### config.mk
export PLATFORM = sky130hd
export DESIGN_NAME = sdtu_top
export DESIGN_NICKNAME = d
export VERILOG_FILES = /design/src/shared/sdtu_pkg.sv /design/src/hw/sdtu_top.sv
export SDC_FILE = /design/constraint.sdc
export NUM_CORES = 1
export LEC_CHECK = 0
export BUFFER_PORTS_ARGS = -buffer_cell sky130_fd_sc_hd__buf_2
export CORE_MARGIN = 1.5
export CORE_UTILIZATION = 31
export CTS_CLUSTER_SIZE = 40
export DETAILED_ROUTE_END_ITERATION = 10
export PLACE_DENSITY = 0.51
export REMOVE_ABC_BUFFERS = 1
export SYNTH_ARGS = -nofsm -noshare
export SYNTH_HDL_FRONTEND = slang
export SYNTH_SLANG_ARGS = --single-unit
### constraint.sdc
create_clock -name clk_sys -period 4.4 [get_ports clk_sys]
set_input_delay 0.44 -clock clk_sys [delete_from_list [all_inputs] [get_ports clk_sys]]
set_output_delay 0.44 -clock clk_sys [all_outputs]
set_load 0.02 [all_outputs]
### src/shared/sdtu_pkg.sv
package sdtu_pkg;

    // ****************************************************************
    // Descriptor layout and sizes.
    // ****************************************************************
    localparam int DESC_BYTES     = 8;         // Bytes per descriptor.
    localparam int TYPE_LSB       = 8;         // Type field, high word.
    localparam int CLASS_BIT      = 12;        // Descriptor-class flag.
    localparam logic [31:0] BASE_RST  = 32'h0000_0000; // Base after reset.
    localparam logic [15:0] LIMIT_RST = 16'h0000;      // Limit after reset.

    // ****************************************************************
    // Register offsets and interrupt bits.
    // ****************************************************************
    localparam logic [3:0] REG_STATUS = 4'h0;  // Sticky event flags.
    localparam logic [3:0] REG_MASK   = 4'h1;  // Interrupt mask.
    localparam logic [3:0] REG_GBASE  = 4'h2;  // Global table base.
    localparam logic [3:0] REG_GLIM   = 4'h3;  // Global table limit.
    localparam logic [3:0] REG_LSEL   = 4'h4;  // Local table selector.
    localparam logic [3:0] REG_LBASE  = 4'h5;  // Local table base.
    localparam logic [3:0] REG_LLIM   = 4'h6;  // Local table limit.
    localparam logic [3:0] REG_LACC   = 4'h7;  // Local table rights.
    localparam logic [3:0] REG_IBASE  = 4'h8;  // Interrupt table base.
    localparam logic [3:0] REG_ILIM   = 4'h9;  // Interrupt table limit.
    localparam logic [3:0] REG_DECODE = 4'ha;  // Last decode result.
    localparam int EV_GP      = 0;             // Protection fault event.
    localparam int EV_RSVD    = 1;             // Reserved type event.
    localparam int EV_STORED  = 2;             // Store finished event.
    localparam int EV_W       = 3;

    // ****************************************************************
    // System type encodings.
    // ****************************************************************
    typedef enum logic [3:0] {
        SYS_RSVD0   = 4'h0, SYS_TSS16_AV = 4'h1, SYS_LDT     = 4'h2,
        SYS_TSS16_BY = 4'h3, SYS_CALL16  = 4'h4, SYS_TASKGATE = 4'h5,
        SYS_INT16   = 4'h6, SYS_TRAP16   = 4'h7, SYS_RSVD8   = 4'h8,
        SYS_TSS32_AV = 4'h9, SYS_RSVD10  = 4'ha, SYS_TSS32_BY = 4'hb,
        SYS_CALL32  = 4'hc, SYS_RSVD13   = 4'hd, SYS_INT32   = 4'he,
        SYS_TRAP32  = 4'hf
    } sdtu_sys_type_t;

    // Decoded class of a descriptor.
    typedef struct packed {
        logic       is_data;      // Code/data class, data kind.
        logic       is_code;      // Code/data class, code kind.
        logic       is_sys_seg;   // Task-state or local-table segment.
        logic       is_gate;      // Call, interrupt, trap or task gate.
        logic       has_entry;    // Gate holds a code entry point.
        logic       has_tss_sel;  // Gate holds a task-state selector.
        logic       is_32bit;     // 32-bit form.
        logic       is_busy;      // Busy task-state segment.
        logic       reserved;     // Reserved system encoding.
    } sdtu_decode_t;

    // Register bus request.
    typedef struct packed {
        logic [3:0]  addr;
        logic [31:0] wdata;
        logic        wr;
        logic        rd;
    } sdtu_bus_t;

    // Selector check request from execution.
    typedef struct packed {
        logic        valid;
        logic [15:0] sel;        // Index, table bit, requested level.
        logic        mem_use;    // Memory access through this selector.
    } sdtu_chk_t;

    // Store state machine.
    typedef enum logic [3:0] {
        ST_IDLE  = 4'b0001,
        ST_WORD  = 4'b0010,
        ST_DWORD = 4'b0100,
        ST_DONE  = 4'b1000
    } sdtu_st_t;

    // Store selections.
    localparam logic [1:0] STORE_GLOBAL = 2'h0;
    localparam logic [1:0] STORE_INTR   = 2'h1;
    localparam logic [1:0] STORE_LOCAL  = 2'h2;
    localparam logic [1:0] STORE_TASK   = 2'h3;

endpackage

### src/hw/sdtu_top.sv
// Operation
// - Class flag clear means system descriptor.
// - Types 1-7 decode as 16-bit forms.
// - Types 9,11,12,14,15 decode as 32-bit forms.
// - Types 0,8,10,13 are reserved.
// - Gates hold entry pointer or task selector.
// - Tables hold 8192 entries of 8 bytes.
// - Global table located only via held register.
// - Last valid byte is base plus limit.
// - Null global entry faults on memory use.
// - Local table register caches selector, base, limit.
// - Global/interrupt store writes 48-bit pseudo-descriptor.
// - Address mod four two: word then doubleword.
// - Class set: type top bit picks code.
module sdtu_top
(
    input  wire logic                 clk_sys,
    input  wire logic                 rst,
    input  wire logic                 ce,
    input  wire sdtu_pkg::sdtu_bus_t  bus,
    output logic [31:0]               bus_rdata,
    input  wire logic                 desc_valid,
    input  wire logic [31:0]          desc_hi,
    input  wire sdtu_pkg::sdtu_chk_t  chk,
    output logic                      chk_done,
    output logic                      gp_fault,
    output logic [31:0]               chk_addr,
    input  wire logic                 ldt_load,
    input  wire logic [15:0]          ldt_sel,
    input  wire logic [31:0]          ldt_base,
    input  wire logic [15:0]          ldt_limit,
    input  wire logic [7:0]           ldt_rights,
    input  wire logic                 store_req,
    input  wire logic [1:0]           store_sel,
    input  wire logic [31:0]          store_addr,
    output logic                      mem_we,
    output logic [31:0]               mem_addr,
    output logic [31:0]               mem_wdata,
    output logic [3:0]                mem_be,
    output logic                      store_busy,
    output logic                      irq
);
    import sdtu_pkg::*;

    // ****************************************************************
    // Table registers.
    // ****************************************************************
    logic [31:0] gbase_q, gbase_d;     // Global table base.
    logic [15:0] glim_q, glim_d;       // Global table limit.
    logic [31:0] ibase_q, ibase_d;     // Interrupt table base.
    logic [15:0] ilim_q, ilim_d;       // Interrupt table limit.
    logic [15:0] lsel_q, lsel_d;       // Local table selector.
    logic [31:0] lbase_q, lbase_d;     // Local table base.
    logic [15:0] llim_q, llim_d;       // Local table limit.
    logic [7:0]  lacc_q, lacc_d;       // Local table rights.
    logic [15:0] tsel_q, tsel_d;       // Task register selector.
    logic [EV_W-1:0] stat_q, stat_d;   // Sticky events.
    logic [EV_W-1:0] mask_q, mask_d;   // Interrupt mask.
    logic [31:0] rdata_q, rdata_d;     // Read data register.
    logic        irq_q, irq_d;         // Interrupt output register.
    sdtu_decode_t dec_q, dec_d;        // Last decoded descriptor.
    logic [EV_W-1:0] ev;               // Events this cycle.

    // ****************************************************************
    // Descriptor decode.
    // ****************************************************************
    // Pure decode of the high doubleword; result is latched on valid.
    always_comb
    begin
        logic [3:0] ty;
        ty = desc_hi[TYPE_LSB+3:TYPE_LSB];
        dec_d = dec_q;
        if (desc_valid)
        begin
            dec_d = '0;
            if (desc_hi[CLASS_BIT])
            begin
                // Top type bit selects code over data.
                dec_d.is_code = ty[3];
                dec_d.is_data = !ty[3];
            end
            else
            begin
                // Class clear: system encoding applies.
                unique case (ty)
                    SYS_TSS16_AV, SYS_LDT:
                        dec_d.is_sys_seg = 1'b1;
                    SYS_TSS16_BY:
                    begin
                        dec_d.is_sys_seg = 1'b1;
                        dec_d.is_busy    = 1'b1;
                    end
                    SYS_CALL16, SYS_INT16, SYS_TRAP16:
                    begin
                        dec_d.is_gate   = 1'b1;
                        dec_d.has_entry = 1'b1;
                    end
                    SYS_TASKGATE:
                    begin
                        dec_d.is_gate     = 1'b1;
                        dec_d.has_tss_sel = 1'b1;
                    end
                    SYS_TSS32_AV:
                    begin
                        dec_d.is_sys_seg = 1'b1;
                        dec_d.is_32bit   = 1'b1;
                    end
                    SYS_TSS32_BY:
                    begin
                        dec_d.is_sys_seg = 1'b1;
                        dec_d.is_32bit   = 1'b1;
                        dec_d.is_busy    = 1'b1;
                    end
                    SYS_CALL32, SYS_INT32, SYS_TRAP32:
                    begin
                        dec_d.is_gate   = 1'b1;
                        dec_d.is_32bit  = 1'b1;
                        dec_d.has_entry = 1'b1;
                    end
                    SYS_RSVD0, SYS_RSVD8, SYS_RSVD10, SYS_RSVD13:
                        dec_d.reserved = 1'b1;
                endcase
            end
        end
    end

    // ****************************************************************
    // Selector limit check.
    // ****************************************************************
    // The index is 13 bits, scaled by 8; the last byte of the entry
    // must not pass base plus limit, so offset plus seven is compared.
    logic [15:0] off;          // Byte offset of the entry.
    logic [16:0] last;         // Last byte of the entry, relative.
    logic [16:0] tlim;         // Limit of the chosen table.
    logic [31:0] tbase;        // Base of the chosen table.
    logic        chk_gp;       // Fault for this check.
    logic        chk_done_d, chk_done_q;
    logic        gp_d, gp_q;
    logic [31:0] caddr_d, caddr_q;

    always_comb
    begin
        off   = {chk.sel[15:3], 3'(0)};
        last  = {1'b0, off} + 17'(DESC_BYTES - 1);
        // Table bit chooses local; global uses only held values.
        tbase = chk.sel[2] ? lbase_q : gbase_q;
        tlim  = {1'b0, chk.sel[2] ? llim_q : glim_q};
        chk_gp = (last > tlim);
        // Null global entry loads fine but faults on memory use.
        if (!chk.sel[2] && chk.sel[15:3] == 13'h0000 && chk.mem_use)
            chk_gp = 1'b1;
        chk_done_d = chk.valid;
        gp_d       = chk.valid && chk_gp;
        caddr_d    = chk.valid ? tbase + {16'h0000, off} : caddr_q;
    end

    always_ff @(posedge clk_sys)
    begin
        if (rst)
        begin
            chk_done_q <= 1'b0;
            gp_q       <= 1'b0;
            caddr_q    <= BASE_RST;
        end
        else if (ce)
        begin
            chk_done_q <= chk_done_d;
            gp_q       <= gp_d;
            caddr_q    <= caddr_d;
        end
    end

    // ****************************************************************
    // Pseudo-descriptor store sequencer.
    // ****************************************************************
    // The 48-bit image is limit low, base high; it goes out as a word
    // then a doubleword, both aligned when the address is 2 mod 4.
    sdtu_st_t    st_q, st_d;
    logic [47:0] img_q, img_d;       // Image being stored.
    logic [31:0] sa_q, sa_d;         // Current store address.
    logic        we_q, we_d, busy_q, busy_d;
    logic [31:0] ma_q, ma_d;
    logic [31:0] wd_q, wd_d;
    logic [3:0]  be_q, be_d;
    logic        st_fin;             // Store finished this cycle.

    always_comb
    begin
        st_d  = st_q;
        img_d = img_q;
        sa_d  = sa_q;
        we_d  = 1'b0;
        ma_d  = ma_q;
        wd_d  = wd_q;
        be_d  = be_q;
        st_fin = 1'b0;
        unique case (st_q)
            ST_IDLE:
                if (store_req)
                begin
                    sa_d = store_addr;
                    unique case (store_sel)
                        STORE_GLOBAL: img_d = {gbase_q, glim_q};
                        STORE_INTR:   img_d = {ibase_q, ilim_q};
                        STORE_LOCAL:  img_d = {32'h0, lsel_q};
                        STORE_TASK:   img_d = {32'h0, tsel_q};
                    endcase
                    st_d = ST_WORD;
                end
            ST_WORD:
            begin
                // Aligned word: lanes follow address bit 1.
                we_d = 1'b1;
                ma_d = {sa_q[31:2], 2'h0};
                wd_d = sa_q[1] ? {img_q[15:0], 16'h0000}
                               : {16'h0000, img_q[15:0]};
                be_d = sa_q[1] ? 4'hc : 4'h3;
                // Selector stores end after the word.
                st_d = (store_sel[1]) ? ST_DONE : ST_DWORD;
                sa_d = sa_q + 32'h0000_0002;
            end
            ST_DWORD:
            begin
                we_d = 1'b1;
                ma_d = sa_q;
                wd_d = img_q[47:16];
                be_d = 4'hf;
                st_d = ST_DONE;
            end
            ST_DONE:
            begin
                st_fin = 1'b1;
                st_d   = ST_IDLE;
            end
        endcase
        busy_d = (st_d != ST_IDLE);
    end

    always_ff @(posedge clk_sys)
    begin
        if (rst)
        begin
            st_q  <= ST_IDLE;
            img_q <= 48'h0;
            sa_q  <= BASE_RST;
            we_q  <= 1'b0;
            ma_q  <= BASE_RST;
            wd_q  <= 32'h0;
            be_q  <= 4'h0;
            busy_q <= 1'b0;
        end
        else if (ce)
        begin
            st_q  <= st_d;
            img_q <= img_d;
            sa_q  <= sa_d;
            we_q  <= we_d;
            ma_q  <= ma_d;
            wd_q  <= wd_d;
            be_q  <= be_d;
            busy_q <= busy_d;
        end
    end

    // ****************************************************************
    // Registers, events and interrupt.
    // ****************************************************************
    // Bus writes and local-table loads; set of a flag beats its clear.
    always_comb
    begin
        gbase_d = gbase_q;
        glim_d  = glim_q;
        ibase_d = ibase_q;
        ilim_d  = ilim_q;
        lsel_d  = lsel_q;
        lbase_d = lbase_q;
        llim_d  = llim_q;
        lacc_d  = lacc_q;
        tsel_d  = tsel_q;
        mask_d  = mask_q;
        ev = '0;
        ev[EV_GP]     = gp_d;
        ev[EV_RSVD]   = desc_valid && dec_d.reserved;
        ev[EV_STORED] = st_fin;
        stat_d = stat_q;
        if (bus.wr)
        begin
            unique case (bus.addr)
                REG_GBASE: gbase_d = bus.wdata;
                REG_GLIM:  glim_d  = bus.wdata[15:0];
                REG_IBASE: ibase_d = bus.wdata;
                REG_ILIM:  ilim_d  = bus.wdata[15:0];
                REG_MASK:  mask_d  = bus.wdata[EV_W-1:0];
                REG_STATUS: stat_d = stat_q & ~bus.wdata[EV_W-1:0];
                default: tsel_d = tsel_q;
            endcase
        end
        if (ldt_load)
        begin
            lsel_d  = ldt_sel;
            lbase_d = ldt_base;
            llim_d  = ldt_limit;
            lacc_d  = ldt_rights;
        end
        stat_d = stat_d | ev;
        irq_d  = |(stat_d & mask_d);
        unique case (bus.addr)
            REG_STATUS: rdata_d = {29'h0, stat_q};
            REG_MASK:   rdata_d = {29'h0, mask_q};
            REG_GBASE:  rdata_d = gbase_q;
            REG_GLIM:   rdata_d = {16'h0, glim_q};
            REG_LSEL:   rdata_d = {16'h0, lsel_q};
            REG_LBASE:  rdata_d = lbase_q;
            REG_LLIM:   rdata_d = {16'h0, llim_q};
            REG_LACC:   rdata_d = {24'h0, lacc_q};
            REG_IBASE:  rdata_d = ibase_q;
            REG_ILIM:   rdata_d = {16'h0, ilim_q};
            REG_DECODE: rdata_d = {23'h0, dec_q};
            default:    rdata_d = 32'h0;
        endcase
        if (!bus.rd)
            rdata_d = 32'h0;
    end

    always_ff @(posedge clk_sys)
    begin
        if (rst)
        begin
            gbase_q <= BASE_RST;
            glim_q  <= LIMIT_RST;
            ibase_q <= BASE_RST;
            ilim_q  <= LIMIT_RST;
            lsel_q  <= 16'h0;
            lbase_q <= BASE_RST;
            llim_q  <= LIMIT_RST;
            lacc_q  <= 8'h0;
            tsel_q  <= 16'h0;
            stat_q  <= '0;
            mask_q  <= '0;
            rdata_q <= 32'h0;
            irq_q   <= 1'b0;
            dec_q   <= '0;
        end
        else if (ce)
        begin
            gbase_q <= gbase_d;
            glim_q  <= glim_d;
            ibase_q <= ibase_d;
            ilim_q  <= ilim_d;
            lsel_q  <= lsel_d;
            lbase_q <= lbase_d;
            llim_q  <= llim_d;
            lacc_q  <= lacc_d;
            tsel_q  <= tsel_d;
            stat_q  <= stat_d;
            mask_q  <= mask_d;
            rdata_q <= rdata_d;
            irq_q   <= irq_d;
            dec_q   <= dec_d;
        end
    end

    // Outputs straight from flip-flops.
    assign bus_rdata  = rdata_q;
    assign chk_done   = chk_done_q;
    assign gp_fault   = gp_q;
    assign chk_addr   = caddr_q;
    assign mem_we     = we_q;
    assign mem_addr   = ma_q;
    assign mem_wdata  = wd_q;
    assign mem_be     = be_q;
    assign store_busy = busy_q;
    assign irq        = irq_q;

endmodule

==> results.cfg, run 1 <==
[timing]
post-route-min-period_ns = 3.05
slew_headroom = 0.272
fmax_mhz = 328
rsz0062_at_grt = false
finalWorstSetupSlack_ns = 1.35
fin_crit_sh = 0.693
hold_viol_final = 0
worst_pin_slew_ns = 1.09
setup_viol = 0
skew_ns = 0.0278
fin_tns_setup_ns = 0
drv_slew = 0

[place]
placed_cells = 3312
gp_congestion = 0.921
dp_slack_ns = 0.760
dpl_cell_area_mm2 = 0.0209
place_hpwl_um = 50900
port-buffer-count = 307

[pwr]
vdd_ir_drop_max_mv = 0.295
p_leak_nw = 8.63
power_density_mw_per_mm2 = 391

[routing]
first_pass_iters = 6
drt-vias-per-instance = 5.49
drc = 0
routedWlPerCell_um = 21.9
vias = 18663
detail-route-antenna-nets = 0
first_iter_violations = 1662
wirelength_um = 74400

[synth]
syn-instance-count = 2377
synth_area_leaders = dfxtp_1 43%, nand2_1 10%, a21oi_1 9.4%
synth_ff_type = dfxtp_1
postSynthAreaPerCell_um2 = 7.88
async_flop_share = 0
synth_top_area_frac = 0.429
synth-edff-count = 0
synth_area_mm2 = 0.0187
yosys_warnings = 0
ys_seq_elements = 402
ys_seq_area_frac = 0.429
ys_types = 86
yosysTopAreaCell = dfxtp_1

[floorplan]
ios = 337
core-area_mm2 = 0.0594
initial_core_util = 0.316
die_y_um = 249
num_rows = 89
die_w_um = 249
die_area_mm2 = 0.0619

[worst_setup_path]
crit_buf_inv = 2
critPathTopFamily = compound AO/OA/AOI/OAI gates
worst_ep_required_time_ns = 4.92
cp-end-kind = register
start_kind = primary input
crit_slowest_cell = nand4_1
reg2reg_slack_ns = 1.45
critPathMaxFanout = 17
worstPathCellList = buf_2, buf_4, mux2_2, ha_1, and3_2, a31oi_1, nand4_1, a211o_1, nand3_1
r2r-end = chk_addr[29]
r2r_cells = 10
cp.arrival_ns = 3.57
cpPeakStageDelay_ns = 0.52
worstSetupPathType = in -> reg
timing.rr.start = gbase_q[3]

[clock_tree]
post_cts_buffers = 0
clockBufferDepth = 3
htreeDepth = 2
cts_resized = 0
numCtsBuffers = 47
cts-root-buf = clkbuf_16
clk_latency_ns = 0.59
clk_pin_slew_ns = 0.06
clock_sinks = 402
cts_tree = yes
ctsHoldBuffers = 0

[layout]
multi_input_area_mm2 = 0.00985
fin_area_mm2 = 0.0226
stdcell_count = 3401
fin_nets = 2816
syn_to_final_growth_pct = 20.4
regArea_mm2 = 0.00805
fillCellCount = 6213
drive_above_1_share = 0.186

[flow_run]
maxCapViolCount = 0

[global_routing]
grt_max_degree = 183
grtUsageTotal = 0.232
grt-ovfl-total = 0
grt_pass1_wl_um = 111000
antenna_found_initial = 6
grt_pass1_vias = 17511

[hold_path]
hold_path.class = in -> reg
whs_endpoint = lsel_q[3]
whs_path_depth = 3
hp-start = ldt_sel[3]

[status]
status = complete, no violations
## power by group
group	switching, mW	internal (mW)	total (mW)
clock	1.63	2.60	4.23
combinational	0.514	0.250	0.765
sequential	0.0945	3.73	3.82
total	2.24	6.58	8.82
## worst max path at each step
stage                       start      endpoint  slack, ns  cells after the start
after floorplan           st_q[0]      sa_q[29]       0.23                      5
after CTS                  chk[3]  chk_addr[26]       1.37                      9
after global routing       chk[3]  chk_addr[26]       1.16                      9
after detailed placement   chk[3]  chk_addr[26]       0.76                      9
final                      chk[3]  chk_addr[22]       1.35                      9
after global placement     chk[3]  chk_addr[29]       0.79                     11
## flip-flops by register name, indices dropped and copies added (netlist names), 32 cells and up
signal	count
mem_wdata	32
bus_rdata	32
sa_q	32
lbase_q	32
chk_addr	32
mem_addr	32
img_q	48
gbase_q	32
ibase_q	32
## area by class of cell
class	count	area share
clock inverter	24	0.0144
clock buffer	62	0.0592
inverter	16	0.00266
timing repair buffer	357	0.0874
sequential	402	0.357
multi-input combinational	1764	0.437
tap	773	0.0429
antenna	3	0.000333
## layer usage
layer	routed length (um)	up-vias	part of all wire	GRT usage
li1	-	8883	-	-
met1	32600	8886	0.44	0.313
met2	33700	756	0.45	0.373
met3	5700	134	0.077	0.0401
met4	2360	4	0.032	0.0812
met5	27	-	0.00036	0
## cell families (layout without fill, tap and decap cells)
logic type               Yosys count  count (layout)  share of synthesized area
AO/OA/AOI/OAI                    651             651                      0.217
other                              0               3                          0
multiplexers                     106             106                     0.0585
buffers and inverters            211             459                     0.0471
AND/OR/NAND/NOR                  973             973                      0.226
adder cells (fa/ha/maj)           28              28                     0.0191
flip-flops                       402             402                      0.429
XOR/XNOR                           6               6                    0.00280
## synth_stat cells (all sizes together), types with 13 or more instances
| cell type | instances |
|---|---|
| nor2 | 202 |
| nand2 | 513 |
| dfxtp | 402 |
| clkbuf | 131 |
| and3 | 15 |
| and2 | 13 |
| ha | 27 |
| buf | 64 |
| mux2i | 87 |
| a21oi | 352 |
| a22oi | 49 |
| nand4 | 25 |
| a31oi | 18 |
| a211oi | 46 |
| a222oi | 40 |
| mux2 | 18 |
| nand3 | 66 |
| inv | 16 |
| nor3 | 74 |
| o21ai | 52 |
## tightest hold or removal path, delay by kind of cell
family	cells	cell delay, ns
AO/OA/AOI/OAI	1	0.05
AND/OR/NAND/NOR	1	0.04
buffers and inverters	1	0.09
## cell usage in the layout, fill, tap and decap left out, types with 23 or more instances in the layout
cell type and count:
ha_1 27, nand3_1 66, dfxtp_1 402, mux2i_1 87
nor2_1 199, a22oi_1 49, a222oi_1 40, nor3_1 71
clkbuf_16 49, a211oi_1 44, nand2_1 511, a21oi_1 351
nand4_1 23, buf_2 306, o21ai_0 43, buf_4 46
## metrics by stage
step | util | total power, mW | hold slack [ns]
floorplan | - | 4.22 | 0.425
global placement | 0.352 | 4.65 | 0.439
CTS | 0.380 | 8.91 | 0.0588
detailed placement | 0.352 | 4.66 | 0.445
finish | 0.380 | 8.82 | 0.0871
global route | 0.380 | 9.13 | 0.0866
Power figures use the tool's default switching activity.
==> run 2: changes to the inputs <==
- ABC_AREA: unset -> 1
- clock period: 4.4 -> 3.1 ns (I/O delays scaled with it)
==> run 2 against run 1 <==
  * Synthesized area increased by 3.1%
  * Clock skew decreased by 0.014 ns
  * Power is 46% higher
  * Cell area up 5.3%
  * Largest cell class unchanged
==> results.cfg, run 2 <==
[synth]
postSynthAreaPerCell_um2 = 7.03
synth_compound_area_frac = 0.242
synth_xor_area_frac = 0.0127
synth_ff_type = dfxtp_1
yosys.area_share.simple = 0.201
synthAdderAreaFrac = 0.0185
syn-instance-count = 2747
synth_top_family_by_area = compound AO/OA/AOI/OAI gates
synth_area_mm2 = 0.0193
synth_common_cells = 563 x nand2_1, 402 x dfxtp_1, 324 x o21ai_0
synth-edff-count = 0
synth_area_leaders = dfxtp_1 42%, nand2_1 11%, o21ai_0 8.4%
yosys_warnings = 0
async_flop_share = 0
ys_seq_area_frac = 0.417
synth_top_area_frac = 0.417
ys_seq_elements = 402
ys_types = 50
synthMostInstantiatedCell = nand2_1
synthMuxAreaShare = 0.00887
yosysTopAreaCell = dfxtp_1

[clock_tree]
cts_resized = 0
cts_tree = yes
htreeDepth = 2
clk_pin_slew_ns = 0.06
numCtsBuffers = 47
clockBufferDepth = 3
cts-root-buf = clkbuf_16
clk_latency_ns = 0.60
clock_sinks = 402

[worst_setup_path]
cp.arrival_ns = 3.03
r2r_cells = 15
critPathMaxFanout = 4
timing.rr.start = gbase_q[3]
startpoint = gbase_q[3]
cp-end-kind = register
worstSetupPathType = reg -> reg
worst_ep_required_time_ns = 3.59
r2r-end = chk_addr[29]
reg2reg_slack_ns = 0.56
start_kind = register

[global_routing]
grt_pass1_wl_um = 112000
grt_max_degree = 174
grtUsageTotal = 0.230
antenna_found_initial = 7
grt_pass1_vias = 18509
grt-ovfl-total = 0

[layout]
largest-register = img_q
fin_util = 0.386
drive_above_1_share = 0.160
syn_to_final_growth_pct = 23.0
layout_commonest_cell = nand2_1
most-common-layout-cells = 561 x nand2_1, 402 x dfxtp_1, 324 x o21ai_0, 306 x buf_2, 303 x a21oi_1
fin_nets = 3262
largest_reg_flops = 48

[flow_run]
maxCapViolCount = 0

[hold_path]
whs_path_depth = 3
whs_endpoint = lacc_q[5]
hold_path.class = in -> reg
hp-start = ldt_rights[5]

[timing]
rsz0062_at_grt = false
fin_crit_sh = 0.819
skew_ns = 0.0140
post-route-min-period_ns = 2.54
drv_slew = 0
worst_pin_slew_ns = 1.04
setup_viol = 0
fin_tns_setup_ns = 0
slew_headroom = 0.309
fmax_mhz = 394
hold_viol_final = 0
finalWorstSetupSlack_ns = 0.561

[place]
dp_slack_ns = 0.392
place_hpwl_um = 54500
port-buffer-count = 307
gp_congestion = 0.873

[floorplan]
die_area_mm2 = 0.0638
core-area_mm2 = 0.0616
die_w_um = 253
num_rows = 91
ios = 337
initial_core_util = 0.314
die_y_um = 253

[routing]
drc = 0
drt-vias-per-instance = 5.07
first_iter_violations = 1524
vias = 19790
wirelength_um = 75200
routedWlPerCell_um = 19.3
first_pass_iters = 6
detail-route-antenna-nets = 0

[pwr]
power_density_mw_per_mm2 = 541
p_leak_nw = 9.82
finalPower_mw = 12.9
vdd_ir_drop_max_mv = 0.388

[status]
status = complete, no violations
## run 2: kinds of logic after synthesis
kind of cell	Yosys count
xor+xnor	28
flops	402
compound gates	844
simple gates	950
mux	17
buf+inv	478
fa+ha+maj	28
## run 2: worst max-delay path by stage
stage | to | depth (start not counted)
after global placement | chk_addr[31] | 16
after global routing | chk_addr[31] | 15
after CTS | chk_addr[31] | 15
after floorplan | chk_addr[20] | 3
after detailed placement | chk_addr[31] | 15
final | chk_addr[29] | 15
## run 2: worst max-delay path: stages (launching register included)
cell	delay (ns)
dfxtp_1	0.30
inv_1	0.09
o21ai_0	0.21
ha_1	0.22
inv_1	0.07
fa_1	0.39
o21ai_0	0.38
nand2_1	0.09
nand2_1	0.16
nand2_1	0.07
nand2_1	0.11
nand2_1	0.08
nand3b_1	0.08
nand3_1	0.07
nand2_1	0.06
inv_1	0.04
## run 2: layout make-up
class                           instances  area [um^2]
Clock buffer                           67         1380
Multi-Input combinational cell       1867         9360
Tap cell                              837         1050
Sequential cell                       402         8050
Inverter                              314         1180
Timing Repair Buffer                  402         2480
Clock inverter                         17          258
Fill cell                            6533        37800
Antenna cell                            1         2.50
## run 2: metrics by stage
step | hold WS [ns] | instance area [um^2] | instances
floorplan | 0.379 | 18600 | 2583
global placement | 0.437 | 21700 | 3776
detailed placement | 0.438 | 21700 | 3776
CTS | 0.000390 | 23800 | 3906
global route | 0.0146 | 23800 | 3906
finish | 0.0215 | 23800 | 3907
## run 2: what timing repair did
item | 4_1_cts | 5_1_grt
setup buffers | 0 | 0
hold endpoints to repair | 46 | 0
hold buffers | 46 | 0
## run 2: report_power, final
part | internal, mW | switching [mW] | total (mW)
clock | 3.59 | 2.35 | 5.94
sequential | 5.36 | 0.137 | 5.49
combinational | 0.480 | 0.947 | 1.43
## run 2: per-layer routing
layer | GRT usage | wire length (um)
met1 | 0.316 | 34700
met2 | 0.370 | 34100
met4 | 0.0595 | 1650
met3 | 0.0399 | 4750
met5 | 0 | 35
